[config.mk]
export PLATFORM = sky130hd
export DESIGN_NAME = mcio_top
export DESIGN_NICKNAME = d
export VERILOG_FILES = /design/src/verilog/mcio_top.v /design/src/verilog/mcio_pin_latch.v
export VERILOG_INCLUDE_DIRS = /design/src /design/src/inc
export SDC_FILE = /design/constraint.sdc
export NUM_CORES = 1
export LEC_CHECK = 0
export BUFFER_PORTS_ARGS = -buffer_cell sky130_fd_sc_hd__buf_2
export CAP_MARGIN = 20
export CORE_MARGIN = 10
export CORE_UTILIZATION = 54
export DETAILED_ROUTE_END_ITERATION = 16
export PLACE_DENSITY = 0.8
export SYNTH_ARGS = -nofsm -noshare
export SYNTH_HDL_FRONTEND = slang
export SYNTH_SLANG_ARGS = --single-unit
[constraint.sdc]
create_clock -name pclk -period 2.62 [get_ports pclk]
set_input_delay 0.131 -clock pclk [delete_from_list [all_inputs] [get_ports pclk]]
set_output_delay 0.131 -clock pclk [all_outputs]
set_load 0.02 [all_outputs]
[src/inc/mcio_defs.vh]
/*
 * Constants for the module configuration and I/O select block: register
 * offsets, field positions, reset values and timing figures.
 * Assumes inclusion by bare name from the design files.
 */
`ifndef MCIO_DEFS_VH
`define MCIO_DEFS_VH

// ----------------------------------------------------------------------
// Register byte offsets
// ----------------------------------------------------------------------
`define MCIO_OFF_CTRL        12'h000
`define MCIO_OFF_STATUS      12'h004
`define MCIO_OFF_NODE        12'h008
`define MCIO_OFF_STORED      12'h00c
`define MCIO_OFF_BAUD        12'h010
`define MCIO_OFF_ADC         12'h014
`define MCIO_OFF_MOTION      12'h018

// ----------------------------------------------------------------------
// Control fields
// ----------------------------------------------------------------------
`define MCIO_CTRL_LIM_L_EN   0
`define MCIO_CTRL_LIM_R_EN   1
`define MCIO_CTRL_CANOPEN    2
`define MCIO_CTRL_DRV_MODE   3
`define MCIO_CTRL_AIN_DIG    4
`define MCIO_CTRL_W          5
`define MCIO_CTRL_RST        5'h00

// ----------------------------------------------------------------------
// Status fields
// ----------------------------------------------------------------------
`define MCIO_ST_PINS_USED    0
`define MCIO_ST_FACT_RST     1
`define MCIO_ST_CAN_EN       2
`define MCIO_ST_USB          3
`define MCIO_ST_LIM_L_BLK    4
`define MCIO_ST_LIM_R_BLK    5
`define MCIO_ST_AIN_DIG      6
`define MCIO_ST_INIT_DONE    7

// ----------------------------------------------------------------------
// Addresses, rates, converter
// ----------------------------------------------------------------------
`define MCIO_REPLY_PIN_ADDR  8'hff
`define MCIO_NODE_PINS_ZERO  4'h0
`define MCIO_STORED_RST      8'h01
`define MCIO_BAUD_DEFAULT    32'h00002580
`define MCIO_BAUD_MAX        32'h000f4240
`define MCIO_ADC_W           12
`define MCIO_ADC_MID         12'h800
`define MCIO_CLK_HZ          125000000
`define MCIO_INIT_US         2
`define MCIO_INIT_CYC        ((`MCIO_CLK_HZ / 1000000) * `MCIO_INIT_US)

`endif

[src/verilog/mcio_top.v]
/*
 * Module configuration and I/O select: power-up sampling of address pins
 * and programming-pad short, node and reply address selection, serial rate
 * setting, CAN gating by USB, limit-switch gating of step pulses, and the
 * analog input read as code or digital level. APB slave for software.
 * Assumes synchronous pin inputs and a converter that delivers 12-bit codes.
 */
`timescale 1ns/1ns
`include "mcio_defs.vh"

module mcio_top #(
	parameter INIT_CYC = `MCIO_INIT_CYC
) (
	input  wire        pclk,            // Clock, 125 MHz
	input  wire        presetn,         // Async reset, active low
	input  wire        psel,            // APB select
	input  wire        penable,         // APB enable
	input  wire        pwrite,          // APB write
	input  wire [11:0] paddr,           // APB byte address
	input  wire [31:0] pwdata,          // APB write data
	output reg  [31:0] prdata,          // APB read data
	output reg         pready,          // APB ready
	output reg         pslverr,         // APB error
	input  wire        node_sel_bit0,   // Address pin bit 0
	input  wire        node_sel_bit1,   // Address pin bit 1
	input  wire        node_sel_bit2,   // Address pin bit 2
	input  wire        node_sel_bit3,   // Address pin bit 3
	input  wire        prog_clk_pad,    // Programming clock pad
	input  wire        prog_data_pad,   // Programming data pad
	input  wire        usb_present,     // USB connection present
	input  wire        stop_left,       // Left limit switch, active high
	input  wire        stop_right,      // Right limit switch, active high
	input  wire        ext_step,        // External step input
	input  wire        ext_dir,         // External direction, 1 = positive
	input  wire        int_step,        // Internal controller step
	input  wire        int_dir,         // Internal controller direction
	input  wire [11:0] adc_code,        // Converter result
	input  wire        adc_valid,       // Converter result strobe
	input  wire        ain_level,       // Analog pin as digital level
	output reg         init_done,       // Power-up sampling finished
	output reg         factory_restore, // Restore defaults to settings store
	output reg  [7:0]  module_addr,     // Active module address
	output reg  [7:0]  reply_addr,      // Active reply address
	output reg  [7:0]  canopen_node_id, // Active node identifier
	output reg  [31:0] rs485_baud,      // Serial bit rate
	output reg         can_enable,      // CAN interface enabled
	output reg         motor_step,      // Step pulse to motor driver
	output reg         motor_dir        // Direction to motor driver
);

	// ------------------------------------------------------------------
	// Init sequencer
	// ------------------------------------------------------------------
	localparam [2:0] S_WAIT = 3'b001;
	localparam [2:0] S_LOAD = 3'b010;
	localparam [2:0] S_RUN  = 3'b100;

	reg  [2:0]  state_r;
	reg  [2:0]  state_nxt;
	reg  [31:0] wait_cnt_r;
	wire        load_pulse = (state_r == S_LOAD);
	wire [3:0]  pins_live = {node_sel_bit3, node_sel_bit2, node_sel_bit1, node_sel_bit0};
	wire [3:0]  pins_q;
	wire [0:0]  short_q;
	wire        pad_short = prog_clk_pad & prog_data_pad;

	always @* begin
		state_nxt = state_r;
		case (state_r)
			S_WAIT: begin
				if (wait_cnt_r >= INIT_CYC - 1)
					state_nxt = S_LOAD;
			end
			S_LOAD:  state_nxt = S_RUN;
			S_RUN:   state_nxt = S_RUN;
			default: state_nxt = S_WAIT;
		endcase
	end

	always @(posedge pclk or negedge presetn) begin
		if (!presetn) begin
			state_r    <= S_WAIT;
			wait_cnt_r <= 32'h0;
		end else begin
			state_r <= state_nxt;
			if (state_r == S_WAIT)
				wait_cnt_r <= wait_cnt_r + 32'h1;
		end
	end

	// Sampled once; later pin changes are ignored until next reset
	mcio_pin_latch #(.W(4)) u_pins (
		.pclk    (pclk),
		.presetn (presetn),
		.load    (load_pulse),
		.d       (pins_live),
		.q       (pins_q)
	);

	mcio_pin_latch #(.W(1)) u_short (
		.pclk    (pclk),
		.presetn (presetn),
		.load    (load_pulse),
		.d       (pad_short),
		.q       (short_q)
	);

	// ------------------------------------------------------------------
	// Software registers
	// ------------------------------------------------------------------
	reg  [`MCIO_CTRL_W-1:0] ctrl_r;
	reg  [7:0]              stored_addr_r;
	reg  [31:0]             baud_r;
	reg  [11:0]             adc_r;
	reg                     restore_r;

	wire wr_en = psel & penable & pwrite & pready;
	wire pins_used = (pins_q != `MCIO_NODE_PINS_ZERO);
	wire blk_left  = ctrl_r[`MCIO_CTRL_LIM_L_EN] & stop_left;
	wire blk_right = ctrl_r[`MCIO_CTRL_LIM_R_EN] & stop_right;

	always @(posedge pclk or negedge presetn) begin
		if (!presetn) begin
			ctrl_r        <= `MCIO_CTRL_RST;
			stored_addr_r <= `MCIO_STORED_RST;
			baud_r        <= `MCIO_BAUD_DEFAULT;
			adc_r         <= 12'h000;
			restore_r     <= 1'b0;
		end else begin
			if (adc_valid)
				adc_r <= adc_code;
			if (load_pulse && pad_short) begin
				// Settings back to factory values; store commits them for next boot
				ctrl_r        <= `MCIO_CTRL_RST;
				stored_addr_r <= `MCIO_STORED_RST;
				baud_r        <= `MCIO_BAUD_DEFAULT;
				restore_r     <= 1'b1;
			end else if (wr_en && !short_q[0]) begin
				// Writes refused while a restore is in force this power cycle
				case (paddr)
					`MCIO_OFF_CTRL:   ctrl_r <= pwdata[`MCIO_CTRL_W-1:0];
					`MCIO_OFF_STORED: stored_addr_r <= pwdata[7:0];
					`MCIO_OFF_BAUD: begin
						if (pwdata != 32'h0 && pwdata <= `MCIO_BAUD_MAX)
							baud_r <= pwdata;
					end
					default: ;
				endcase
			end
		end
	end

	// ------------------------------------------------------------------
	// APB slave, zero wait states
	// ------------------------------------------------------------------
	reg  [31:0] rd_mux;
	reg         addr_ok;

	always @* begin
		rd_mux  = 32'h0;
		addr_ok = 1'b1;
		case (paddr)
			`MCIO_OFF_CTRL:   rd_mux = {27'h0, ctrl_r};
			`MCIO_OFF_STATUS: rd_mux = {24'h0, init_done, ain_level & ctrl_r[`MCIO_CTRL_AIN_DIG],
				blk_right, blk_left, usb_present, can_enable, short_q[0], pins_used};
			`MCIO_OFF_NODE:   rd_mux = {8'h0, canopen_node_id, reply_addr, module_addr};
			`MCIO_OFF_STORED: rd_mux = {24'h0, stored_addr_r};
			`MCIO_OFF_BAUD:   rd_mux = baud_r;
			`MCIO_OFF_ADC:    rd_mux = {20'h0, adc_r};
			`MCIO_OFF_MOTION: rd_mux = {30'h0, motor_dir, motor_step};
			default:          addr_ok = 1'b0;
		endcase
	end

	always @(posedge pclk or negedge presetn) begin
		if (!presetn) begin
			prdata  <= 32'h0;
			pready  <= 1'b0;
			pslverr <= 1'b0;
		end else begin
			pready  <= psel & ~penable;
			pslverr <= psel & ~penable & ~addr_ok;
			prdata  <= (psel & ~penable & ~pwrite & addr_ok) ? rd_mux : 32'h0;
		end
	end

	// ------------------------------------------------------------------
	// Address selection and interface outputs
	// ------------------------------------------------------------------
	always @(posedge pclk or negedge presetn) begin
		if (!presetn) begin
			init_done       <= 1'b0;
			factory_restore <= 1'b0;
			module_addr     <= 8'h00;
			reply_addr      <= 8'h00;
			canopen_node_id <= 8'h00;
			rs485_baud      <= `MCIO_BAUD_DEFAULT;
			can_enable      <= 1'b0;
			motor_step      <= 1'b0;
			motor_dir       <= 1'b0;
		end else begin
			init_done       <= (state_r == S_RUN);
			factory_restore <= restore_r;
			rs485_baud      <= baud_r;
			can_enable      <= (state_r == S_RUN) & ~usb_present;
			if (pins_used) begin
				module_addr     <= {4'h0, pins_q};
				reply_addr      <= `MCIO_REPLY_PIN_ADDR;
				canopen_node_id <= ctrl_r[`MCIO_CTRL_CANOPEN] ? {4'h0, pins_q} : 8'h00;
			end else begin
				module_addr     <= stored_addr_r;
				reply_addr      <= stored_addr_r;
				canopen_node_id <= ctrl_r[`MCIO_CTRL_CANOPEN] ? stored_addr_r : 8'h00;
			end
			// Source select then limit gating; a blocked step is dropped, not delayed
			if (ctrl_r[`MCIO_CTRL_DRV_MODE]) begin
				motor_dir  <= ext_dir;
				motor_step <= ext_step & ~(ext_dir ? blk_right : blk_left);
			end else begin
				motor_dir  <= int_dir;
				motor_step <= int_step & ~(int_dir ? blk_right : blk_left);
			end
		end
	end

endmodule

[src/verilog/mcio_pin_latch.v]
/*
 * Power-up capture register: takes a value once on a load pulse and
 * holds it until the next reset.
 * Assumes the load pulse comes from the init sequencer of the top.
 */
`timescale 1ns/1ns
module mcio_pin_latch #(
	parameter W = 4
) (
	input  wire         pclk,     // Clock
	input  wire         presetn,  // Async reset, active low
	input  wire         load,     // One-cycle capture pulse
	input  wire [W-1:0] d,        // Value to capture
	output reg  [W-1:0] q         // Held value
);
	always @(posedge pclk or negedge presetn) begin
		if (!presetn) begin
			q <= {W{1'b0}};
		end else if (load) begin
			q <= d;
		end
	end
endmodule

Yosys cells after proc, flatten, opt, wreduce, memory -nomap -nowiden --
Cells that the tools add are included.
Word-level totals: register bits 193, latch bits 0, RAM bits 0, ROM bits 0, output and inout bits 95, memories 0
Operators by class: add/sub/neg operators 1, multipliers 0, div/mod/pow operators 0, $lt $le $gt $ge 2, equality and inequality tests 10, shift operators 0, muxes and demuxes 24, bitwise logic cells 20, reduce and logical (&&, ||, !) cells 17
Operators with widths (number):
- case mux 32 bit (7 select lines) | 1
- 2-to-1 mux 32 bit | 5
- 2-to-1 mux 8 bit | 7
- == test 12 x 5 -> 1 bit, second input constant | 3
- adder 32 x 1 -> 32 bit, second input constant | 1
- greater-or-equal comparator 32 x 8 -> 1 bit, second input constant | 1
- less-or-equal comparator 32 x 20 -> 1 bit, second input constant | 1
- nonzero test 32 bit | 1
- == test 12 x 4 -> 1 bit, second input constant | 2
- 2-to-1 mux 5 bit | 3
- bitwise AND 1 bit | 14
- == test 12 x 3 -> 1 bit, second input constant | 1
- logical NOT 12 bit | 1
- nonzero test 2 bit | 5
- OR reduction 7 bit | 1
- NOT 1 bit | 6
- case mux 3 bit (2 select lines) | 1
- 2-to-1 mux 1 bit | 5
- 2-to-1 mux 4 bit | 1
- AND reduction 2 bit | 2
- nonzero test 4 bit | 1
- == test 3 x 1 -> 1 bit, second input constant | 1
- == test 3 x 2 -> 1 bit, second input constant | 1
- == test 3 bit, second input constant | 1
- other kinds (6) | 8

Depth between registers and ports, before layout --
Gate-level depths: netlist of the first run.
depth after elaboration 6, mapped depth 7

Cells and area by module --
A second synthesis of the first run with hierarchy kept.
Unflattened totals: cell total of the unflattened synthesis 619, area, all modules 7568.5 um2
Modules (own cells, without submodules):
- mcio_top | instances 1, cells an instance 609, area each 7383.3 um2, seq. area each 4717.0 um2
- mcio_pin_latch at u_pins | instances 1, cells an instance 8, area each 145.1 um2, seq. area each 100.1 um2
- mcio_pin_latch at u_short | instances 1, cells an instance 2, area each 40.0 um2, seq. area each 25.0 um2

Worst setup path before layout of the first run --
No wires, ideal clock.
path kind register -> register, start point register state_r[0], end point register wait_cnt_r[30], library setup time 79 ps, arrival time 1853 ps, data required time 2541 ps, setup slack 688 ps, stages on the path, launching flop included 8, buffers on the path 2, period minus slack after synthesis 1932 ps, cell sequence dfstp_2 nor3b_1 clkbuf_1 and3_1 clkbuf_1 nand3_1 nor2_1 xor2_1
Between the ends: longest elaborated chain between the ends 1
RTL lines:
- start, declared | line mcio_top.v:58 | reg [2:0] state_r;
- start signal, assigned | line mcio_top.v:85 | state_r <= state_nxt;
- == test 3 x 1 -> 1 bit | line mcio_top.v:86 | if (state_r == S_WAIT)
- end signal, assigned | line mcio_top.v:87 | wait_cnt_r <= wait_cnt_r + 32'h1;
- end, declared | line mcio_top.v:60 | reg [31:0] wait_cnt_r;
Every way passes these cells. A chain may end at the register's enable or synchronous reset.

Final worst setup path of the first run --
start point input pwdata[12], end point register baud_r[11]
Between the ends: longest elaborated chain between the ends 4, elaborated cells between the ends (all ways) 5, classes of those cells 1 x order compare; 4 x reduce/logical
RTL lines:
- start, declared | line mcio_top.v:20 | input wire [31:0] pwdata,
- less-or-equal comparator 32 x 20 -> 1 bit (no source line) / nonzero test 32 bit (equally long branches)
- logical AND 1 bit (no source line) (*)
- nonzero test 2 bit (no source line) (*)
- AND reduction 3 bit (no source line) (*)
- end signal, assigned | line mcio_top.v:126 | baud_r <= `MCIO_BAUD_DEFAULT;
- end signal, assigned | line mcio_top.v:136 | baud_r <= `MCIO_BAUD_DEFAULT;
- end signal, assigned | line mcio_top.v:145 | baud_r <= pwdata;
- end, declared | line mcio_top.v:113 | reg [31:0] baud_r;
Every way passes the cells marked *; elsewhere a longest branch is shown, timed or not.

==> results of run 1 <==
==> placed cells by master (no fill, tap or decap), drive strengths merged, types with 10 or more instances in the layout <==
cell type / synthesis / routed
buf: 7 / 189
dfrtp: 183 / 183
nor2: 48 / 48
nand3: 36 / 36
dlygate4sd3: 0 / 35
and3: 29 / 29
nand2: 29 / 29
o21ai: 25 / 25
xnor2: 24 / 24
clkbuf: 26 / 23
a21oi: 19 / 19
and2: 18 / 18
mux2i: 18 / 18
mux2: 18 / 18
a22oi: 15 / 15
nor4: 15 / 15
nand4: 13 / 13
dfstp: 10 / 10
==> kinds of logic after synthesis <==
family          synth area share
simple gates              0.1671
flops                     0.6353
compound gates           0.07568
buf+inv                  0.02232
mux                      0.05909
xor+xnor                 0.03562
fa+ha+maj               0.004925
==> per-stage QoR <==
stage / hold slack (ns) / util / area [µm²]
floorplan: -0.1646 / - / 7622
global placement: 0.1756 / 0.6288 / 8728
detailed placement: 0.1870 / 0.6288 / 8728
CTS: 0.003221 / 0.6942 / 9637
global route: 0.01276 / 0.6942 / 9637
finish: 0.01594 / 0.6942 / 9637
==> final cells by class <==
cell class | count | area [µm²] | area share
clock buffer | 22 | 474.2 | 0.04921
clock inverter | 10 | 83.83 | 0.008699
inverter | 6 | 22.52 | 0.002337
multi-input combinational | 388 | 2616 | 0.2715
sequential | 193 | 4842 | 0.5025
tap | 180 | 225.2 | 0.02337
timing repair buffer | 225 | 1373 | 0.1424
==> state kept, by name (all words and copies together) (netlist names), 3 cells and up <==
| signal | count |
|---|---|
| rs485_baud | 32 |
| reply_addr | 8 |
| stored_addr_r | 8 |
| prdata | 32 |
| baud_r | 32 |
| u_pins.q | 4 |
| state_r | 3 |
| adc_r | 12 |
| ctrl_r | 5 |
| module_addr | 8 |
| wait_cnt_r | 32 |
| canopen_node_id | 8 |
==> power groups by stage <==
stage	Clock (W)	Combinational, W	Sequential, W
global route	0.00260	0.000304	0.00302
floorplan	0	0.0000707	0.00307
finish	0.00244	0.000275	0.00301
global placement	0	0.000227	0.00307
detailed placement	0	0.000236	0.00307
CTS	0.00248	0.000277	0.00301
==> routing by layer <==
metal,GRT usage,share of wire,up-vias
met5,0,0,-
met4,0.09390,0.032,0
met3,0.06438,0.089,59
met2,0.3465,0.48,311
met1,0.2753,0.40,2915
li1,-,-,2624
==> worst register-to-register path, cell delays in order (launching register included) <==
cell and delay (ns):
dfstp_2 0.54, nor3b_1 0.32, and4_1 0.43, nand2_1 0.16
or3_1 0.34, xnor2_1 0.13
==> worst min-delay path by stage <==
stage / from / to / depth (start not counted)
2_1_floorplan: presetn / adc_r[0] / 0
6_report: int_dir / motor_dir / 2
5_1_grt: int_dir / motor_dir / 2
4_1_cts: int_dir / motor_dir / 2
3_5_place_dp: presetn / prdata[10] / 1
3_3_place_gp: presetn / prdata[10] / 1
==> repair_timing <==
action                     in CTS  in global routing
hold endpoints to repair       99                  0
setup endpoints to repair       0                  0
hold buffers                   35                  0
==> impl_metrics.csv, run 1 <==
group,metric,value,unit
run_status,status,"complete, no violations",
worst_setup_path,critPathTopFamily,"buffers and inverters",
timing,hold_viol_final,0,
synth,yosysWarningCount,0,
final_layout,stdcell_count,1024,
synth,ys.flop_type,"dfrtp_1",
global_route,grt_antenna_before_repair,0,
worst_setup_path,worstPathArrival,2.51,ns
floorplan,die_width,138.8,µm
worst_setup_path,required,2.96,ns
final_layout,fillers,990,
clocking,cts-buffers-inserted,17,
timing,rsz0062_at_grt,"false",
drt,vias_per_cell,5.771,
pwr,vdd_drop_max,0.0004028,V
drt,wl_per_cell,20.61,µm
clocking,clock-sinks,193,
final_layout,n_antenna_cell,0,
clocking,cts_tree,"done",
worst_setup_path,cp-startpoint,"pwdata[12]",
floorplan,rows,43,
synth,synth-edff-count,0,
synth,ys_top_cells_by_area,"dfrtp_1 (60%), dfstp_2 (3.4%), xnor2_1 (2.8%)",
drt,remaining_drc_errors,0,
worst_setup_path,start_kind,"input pin",
placement,preCtsSetupSlack,0.4219,ns
timing,clock.fmax,0.4606,GHz
floorplan,core_area,13880,µm²
drt,drt_iter0_markers,559,
worst_setup_path,path_cells,"dlygate4sd3_1 -> buf_2 -> nor4_1 -> nand4_1 -> o221ai_1 -> buf_4 -> nand3_1 -> a21oi_1",
drt,drtPass1Iterations,5,
timing,fin_setup_tns,0,ns
pwr,netSwitchingPower,0.001233,W
clocking,clk_pin_slew,0.07,ns
worst_setup_path,crit_type,"input pin to register",
drt,routed_wl,21.10,mm
synth,async_flop_share,1.000,
timing,relSlewSlack,0.5057,
global_route,grt_first_pass_wirelength,33.84,mm
clocking,cts_resized,0,
timing,setup_violations,0,
worst_setup_path,r2r-start,"state_r[0]",
global_route,overflow,0,
synth,synth.top_cell.area_share,0.6008,
synth,ys_ff_latch,193,
final_layout,syn2layout_area_growth,26.43,%
final_layout,drive_gt1_frac,0.3128,
global_route,grt_use_total,0.2193,
pwr,p_leak,4.985,nW
timing,min_period,2.171,ns
clocking,cts_max_level,4,
timing,fin_crit_sh,0.8287,
timing,finalMaxSlewViolations,0,
worst_setup_path,r2r_slack,0.58,ns
clocking,cts_root_buf,"clkbuf_16",
synth,postSynthAreaPerCell,12.29,µm²
worst_setup_path,reg2reg_to,"wait_cnt_r[21]",
synth,ys_seq_area_frac,0.6353,
clocking,insertion_delay,0.43,ns
placement,dp_cells,957,
pwr,p_seq_frac,0.526,
worst_setup_path,reg2regPathDepth,5,
worst_setup_path,crit_buf_inv,3,
drt,ant_nets,0,
pwr,clock_power_share,0.426,
clocking,postCtsSetupBuffers,0,
synth,synth_most_common_cell,"dfrtp_1",
timing,max_slew.worst_pin.slew,0.7394,ns
floorplan,start_util,0.5491,
synth,yosys.area.top_type,"dfrtp_1",
floorplan,fp.dieH,138.8,µm
synth,ys_types,52,
pwr,intPower,0.004501,W
min_path,hp-class,"input pin to register",
pwr,sw_frac_of_total,0.2151,
placement,dpl.hpwl,15.48,mm
worst_setup_path,worstSetupEndpointType,"register",
synth,syn_nets,699,
floorplan,die_area,19270,µm²
clocking,clock_path_buffers,2,
placement,port_buffers,170,
pwr,power.density,595.0,nW/µm²
synth,synthTopCellsByCount,"dfrtp_1 (183), nor2_1 (48), nand3_1 (36)",
drt,vias,5909,
pwr,p_comb_frac,0.048,
timing,skew,0.008974,ns
worst_setup_path,setup.worst_path.end,"baud_r[11]",
synth,netlist_area,7622,µm²
worst_setup_path,crit_path_max_incr_delay,0.54,ns
run,maxCapViolations,0,
worst_setup_path,worstPathMaxFanout,20,
placement,gp_congestion,0.8751,
global_route,grt_max_degree,74,
synth,syn_inst,620,
global_route,first_global_vias,6189,
timing,fin_ws,0.4488,ns
floorplan,num_io_pins,171,
worst_setup_path,cp_num_cells,8,
final_layout,fin_nets,910,
pwr,design_power_total,0.005734,W
worst_setup_path,cp_slowest_cell,"dlygate4sd3_1",
No activity file was read; power rests on OpenSTA's default activity.
==> run 2: changes to the inputs <==
ABC_AREA = 1   (was default)
CORE_UTILIZATION = 55   (was 54)
clock period = 2 ns   (was 2.62 ns; I/O delays follow)
==> run 2 against run 1 <==
Compared with the run above:
- non-clock buffer count up 7
- global-route usage up 0.79 points
- worst setup slack worse by 0.29 ns
- synthesized area up 13%
- die area up 9.1%
- final cell count up 37%
- combinational power up 40%
- critical endpoint is now baud_r[1]
- largest power group unchanged
- highest routed layer is now met5
==> impl_metrics.csv, run 2 <==
group,metric,value,unit
pwr,power.density,718.5,nW/µm²
final_layout,final_cell_mix,"nand2_1 (226), dfrtp_1 (183), buf_2 (169)",
clocking,cts-buffers-inserted,17,
final_layout,fillers,1089,
synth,ys_top_cells_by_area,"dfrtp_1 (53%), nand2_1 (9.9%), nor2_1 (5.0%)",
pwr,design_power_total,0.007717,W
drt,vias,7379,
final_layout,fin_nets,1254,
timing,whs,0.04680,ns
drt,remaining_drc_errors,0,
timing,clock.fmax,0.5431,GHz
min_path,hold_start,"pwdata[6]",
placement,dpl.hpwl,17.19,mm
synth,syn_inst,950,
floorplan,fp.dieH,145.0,µm
placement,port_buffers,170,
floorplan,rows,45,
worst_setup_path,required,2.39,ns
global_route,grt_antenna_before_repair,2,
final_layout,layout_commonest_cell,"nand2_1",
synth,syn_nets,1029,
clocking,clock-sinks,193,
global_route,grt_max_degree,65,
timing,rsz0062_at_grt,"false",
worst_setup_path,crit_type,"register to register",
drt,drt_iter0_markers,611,
synth,yosys.area.top_type,"dfrtp_1",
min_path,whs_path_depth,5,
worst_setup_path,worstPathArrival,2.23,ns
final_layout,finalInstanceArea,10740,µm²
final_layout,syn2layout_area_growth,25.06,%
floorplan,die_width,145.0,µm
pwr,vdd_drop_max,0.0006654,V
synth,ys_seq_area_frac,0.5638,
floorplan,start_util,0.5629,
timing,finalMaxSlewViolations,0,
worst_setup_path,start_kind,"register",
synth,synth-edff-count,0,
floorplan,die_area,21010,µm²
run_status,status,"complete, no violations",
final_layout,fin_util,0.7039,
min_path,hp-class,"input pin to register",
drt,drtPass1Iterations,6,
drt,wl_per_cell,17.05,µm
synth,yosysWarningCount,0,
worst_setup_path,cp-startpoint,"u_short.q",
synth,synth_most_common_cell,"nand2_1",
final_layout,drive_gt1_frac,0.2542,
global_route,grt_first_pass_wirelength,38.99,mm
floorplan,core_area,15260,µm²
pwr,p_leak,5.424,nW
synth,netlist_area,8588,µm²
run,maxCapViolations,0,
synth,async_flop_share,1.000,
drt,ant_nets,0,
worst_setup_path,reg2regPathDepth,9,
timing,skew,0.01028,ns
global_route,grt_use_total,0.2272,
synth,ys.flop_type,"dfrtp_1",
clocking,clk_pin_slew,0.08,ns
timing,fin_setup_tns,0,ns
timing,min_period,1.841,ns
placement,placed_area,9696,µm²
synth,ys_ff_latch,193,
synth,synthTopCellsByCount,"nand2_1 (226), dfrtp_1 (183), nor2_1 (115)",
timing,fin_crit_sh,0.9206,
clocking,insertion_delay,0.44,ns
clocking,cts_tree,"done",
drt,vias_per_cell,5.271,
timing,relSlewSlack,0.6034,
clocking,cts_root_buf,"clkbuf_16",
synth,postSynthAreaPerCell,9.040,µm²
timing,setup_violations,0,
timing,max_slew.worst_pin.slew,0.5904,ns
global_route,first_global_vias,7410,
clocking,clock_path_buffers,2,
worst_setup_path,worstPathMaxFanout,21,
timing,hold_viol_final,0,
clocking,cts_max_level,4,
synth,ys_types,46,
floorplan,num_io_pins,171,
worst_setup_path,r2r-start,"u_short.q",
placement,gp_congestion,0.9332,
worst_setup_path,worstSetupEndpointType,"register",
global_route,overflow,0,
synth,synth.top_cell.area_share,0.5332,
drt,routed_wl,23.87,mm
run 2: cell count changes after synthesis, moves of 13 or more:
cell	before	now
a22oi_1	15	0
and2_1	18	0
and3_1	29	0
clkbuf_1	26	5
inv_1	6	113
mux2i_1	18	1
nand2_1	29	226
nand3_1	36	56
nand4_1	13	44
nor2_1	48	115
nor2_2	0	23
xnor2_1	24	8
xor2_1	7	20
run 2: stage by stage:
step	setup WS, ns	std cells
global route	0.05728	1400
floorplan	0.4751	950
finish	0.1589	1400
detailed placement	0.1672	1324
CTS	0.1449	1399
global placement	0.2927	1324
run 2: critical path: stages (launching register included):
cell and delay [ns]:
dfrtp_1 0.40, inv_1 0.09, nand3_1 0.09, nor2_2 0.24
nand3_1 0.17, nor2_4 0.14, nand3_4 0.25, nand2_8 0.26
nand2_1 0.09, nand2_1 0.06
run 2: kinds of logic (layout without fill, tap and decap cells):
kind of cell,count (synthesis),count (layout),share of synthesized area
AO/OA/AOI/OAI,54,54,0.03293
other,0,1,0
buffers and inverters,146,384,0.07546
adder cells (fa/ha/maj),3,3,0.004371
multiplexers,7,7,0.009032
XOR/XNOR,28,28,0.02856
AND/OR/NAND/NOR,519,519,0.2858
flip-flops,193,193,0.5638
run 2: power breakdown:
group	internal (W)	switching [W]
combinational	0.000168	0.000218
clock	0.00170	0.00169
sequential	0.00393	0.0000137
total	0.00580	0.00192
run 2: repair_timing:
item                                    CTS  global route
hold buffers                             43             0
resized for setup                         0             1
hold endpoints to repair                103             0
setup buffers                             0             0
endpoints found under the setup margin    0             2
run 2: cell type report:
| class | instances | area [µm²] | area share |
|---|---|---|---|
| flip-flops and latches | 193 | 4842 | 0.4508 |
| repair buffers | 232 | 1470 | 0.1369 |
| clock inverters | 15 | 177.7 | 0.01654 |
| diodes | 1 | 2.502 | 0.0002330 |
| inverters | 120 | 451.7 | 0.04205 |
| well taps | 211 | 264.0 | 0.02458 |
| multi-input cells | 611 | 3107 | 0.2893 |
| clock buffers | 17 | 425.4 | 0.03961 |
run 2: path summary, 6_finish.rpt:
check,slack [ns],end
worst max-delay path,0.16,baud_r[1]
worst min-delay path,0.05,baud_r[6]
min in group asynchronous,0.20,adc_r[4]
worst min register to register,0.38,factory_restore
worst max register to register,0.16,baud_r[1]
max in group asynchronous,1.03,rs485_baud[8]
run 2: layer usage:
metal	track usage	up-vias	wire length, µm	part of all wire
met2	0.3777	391	11920	0.50
met3	0.06085	59	1997	0.084
met5	0	-	9	0.00038
li1	-	3443	-	-
met1	0.2736	3484	9239	0.39
met4	0.09346	2	697	0.029
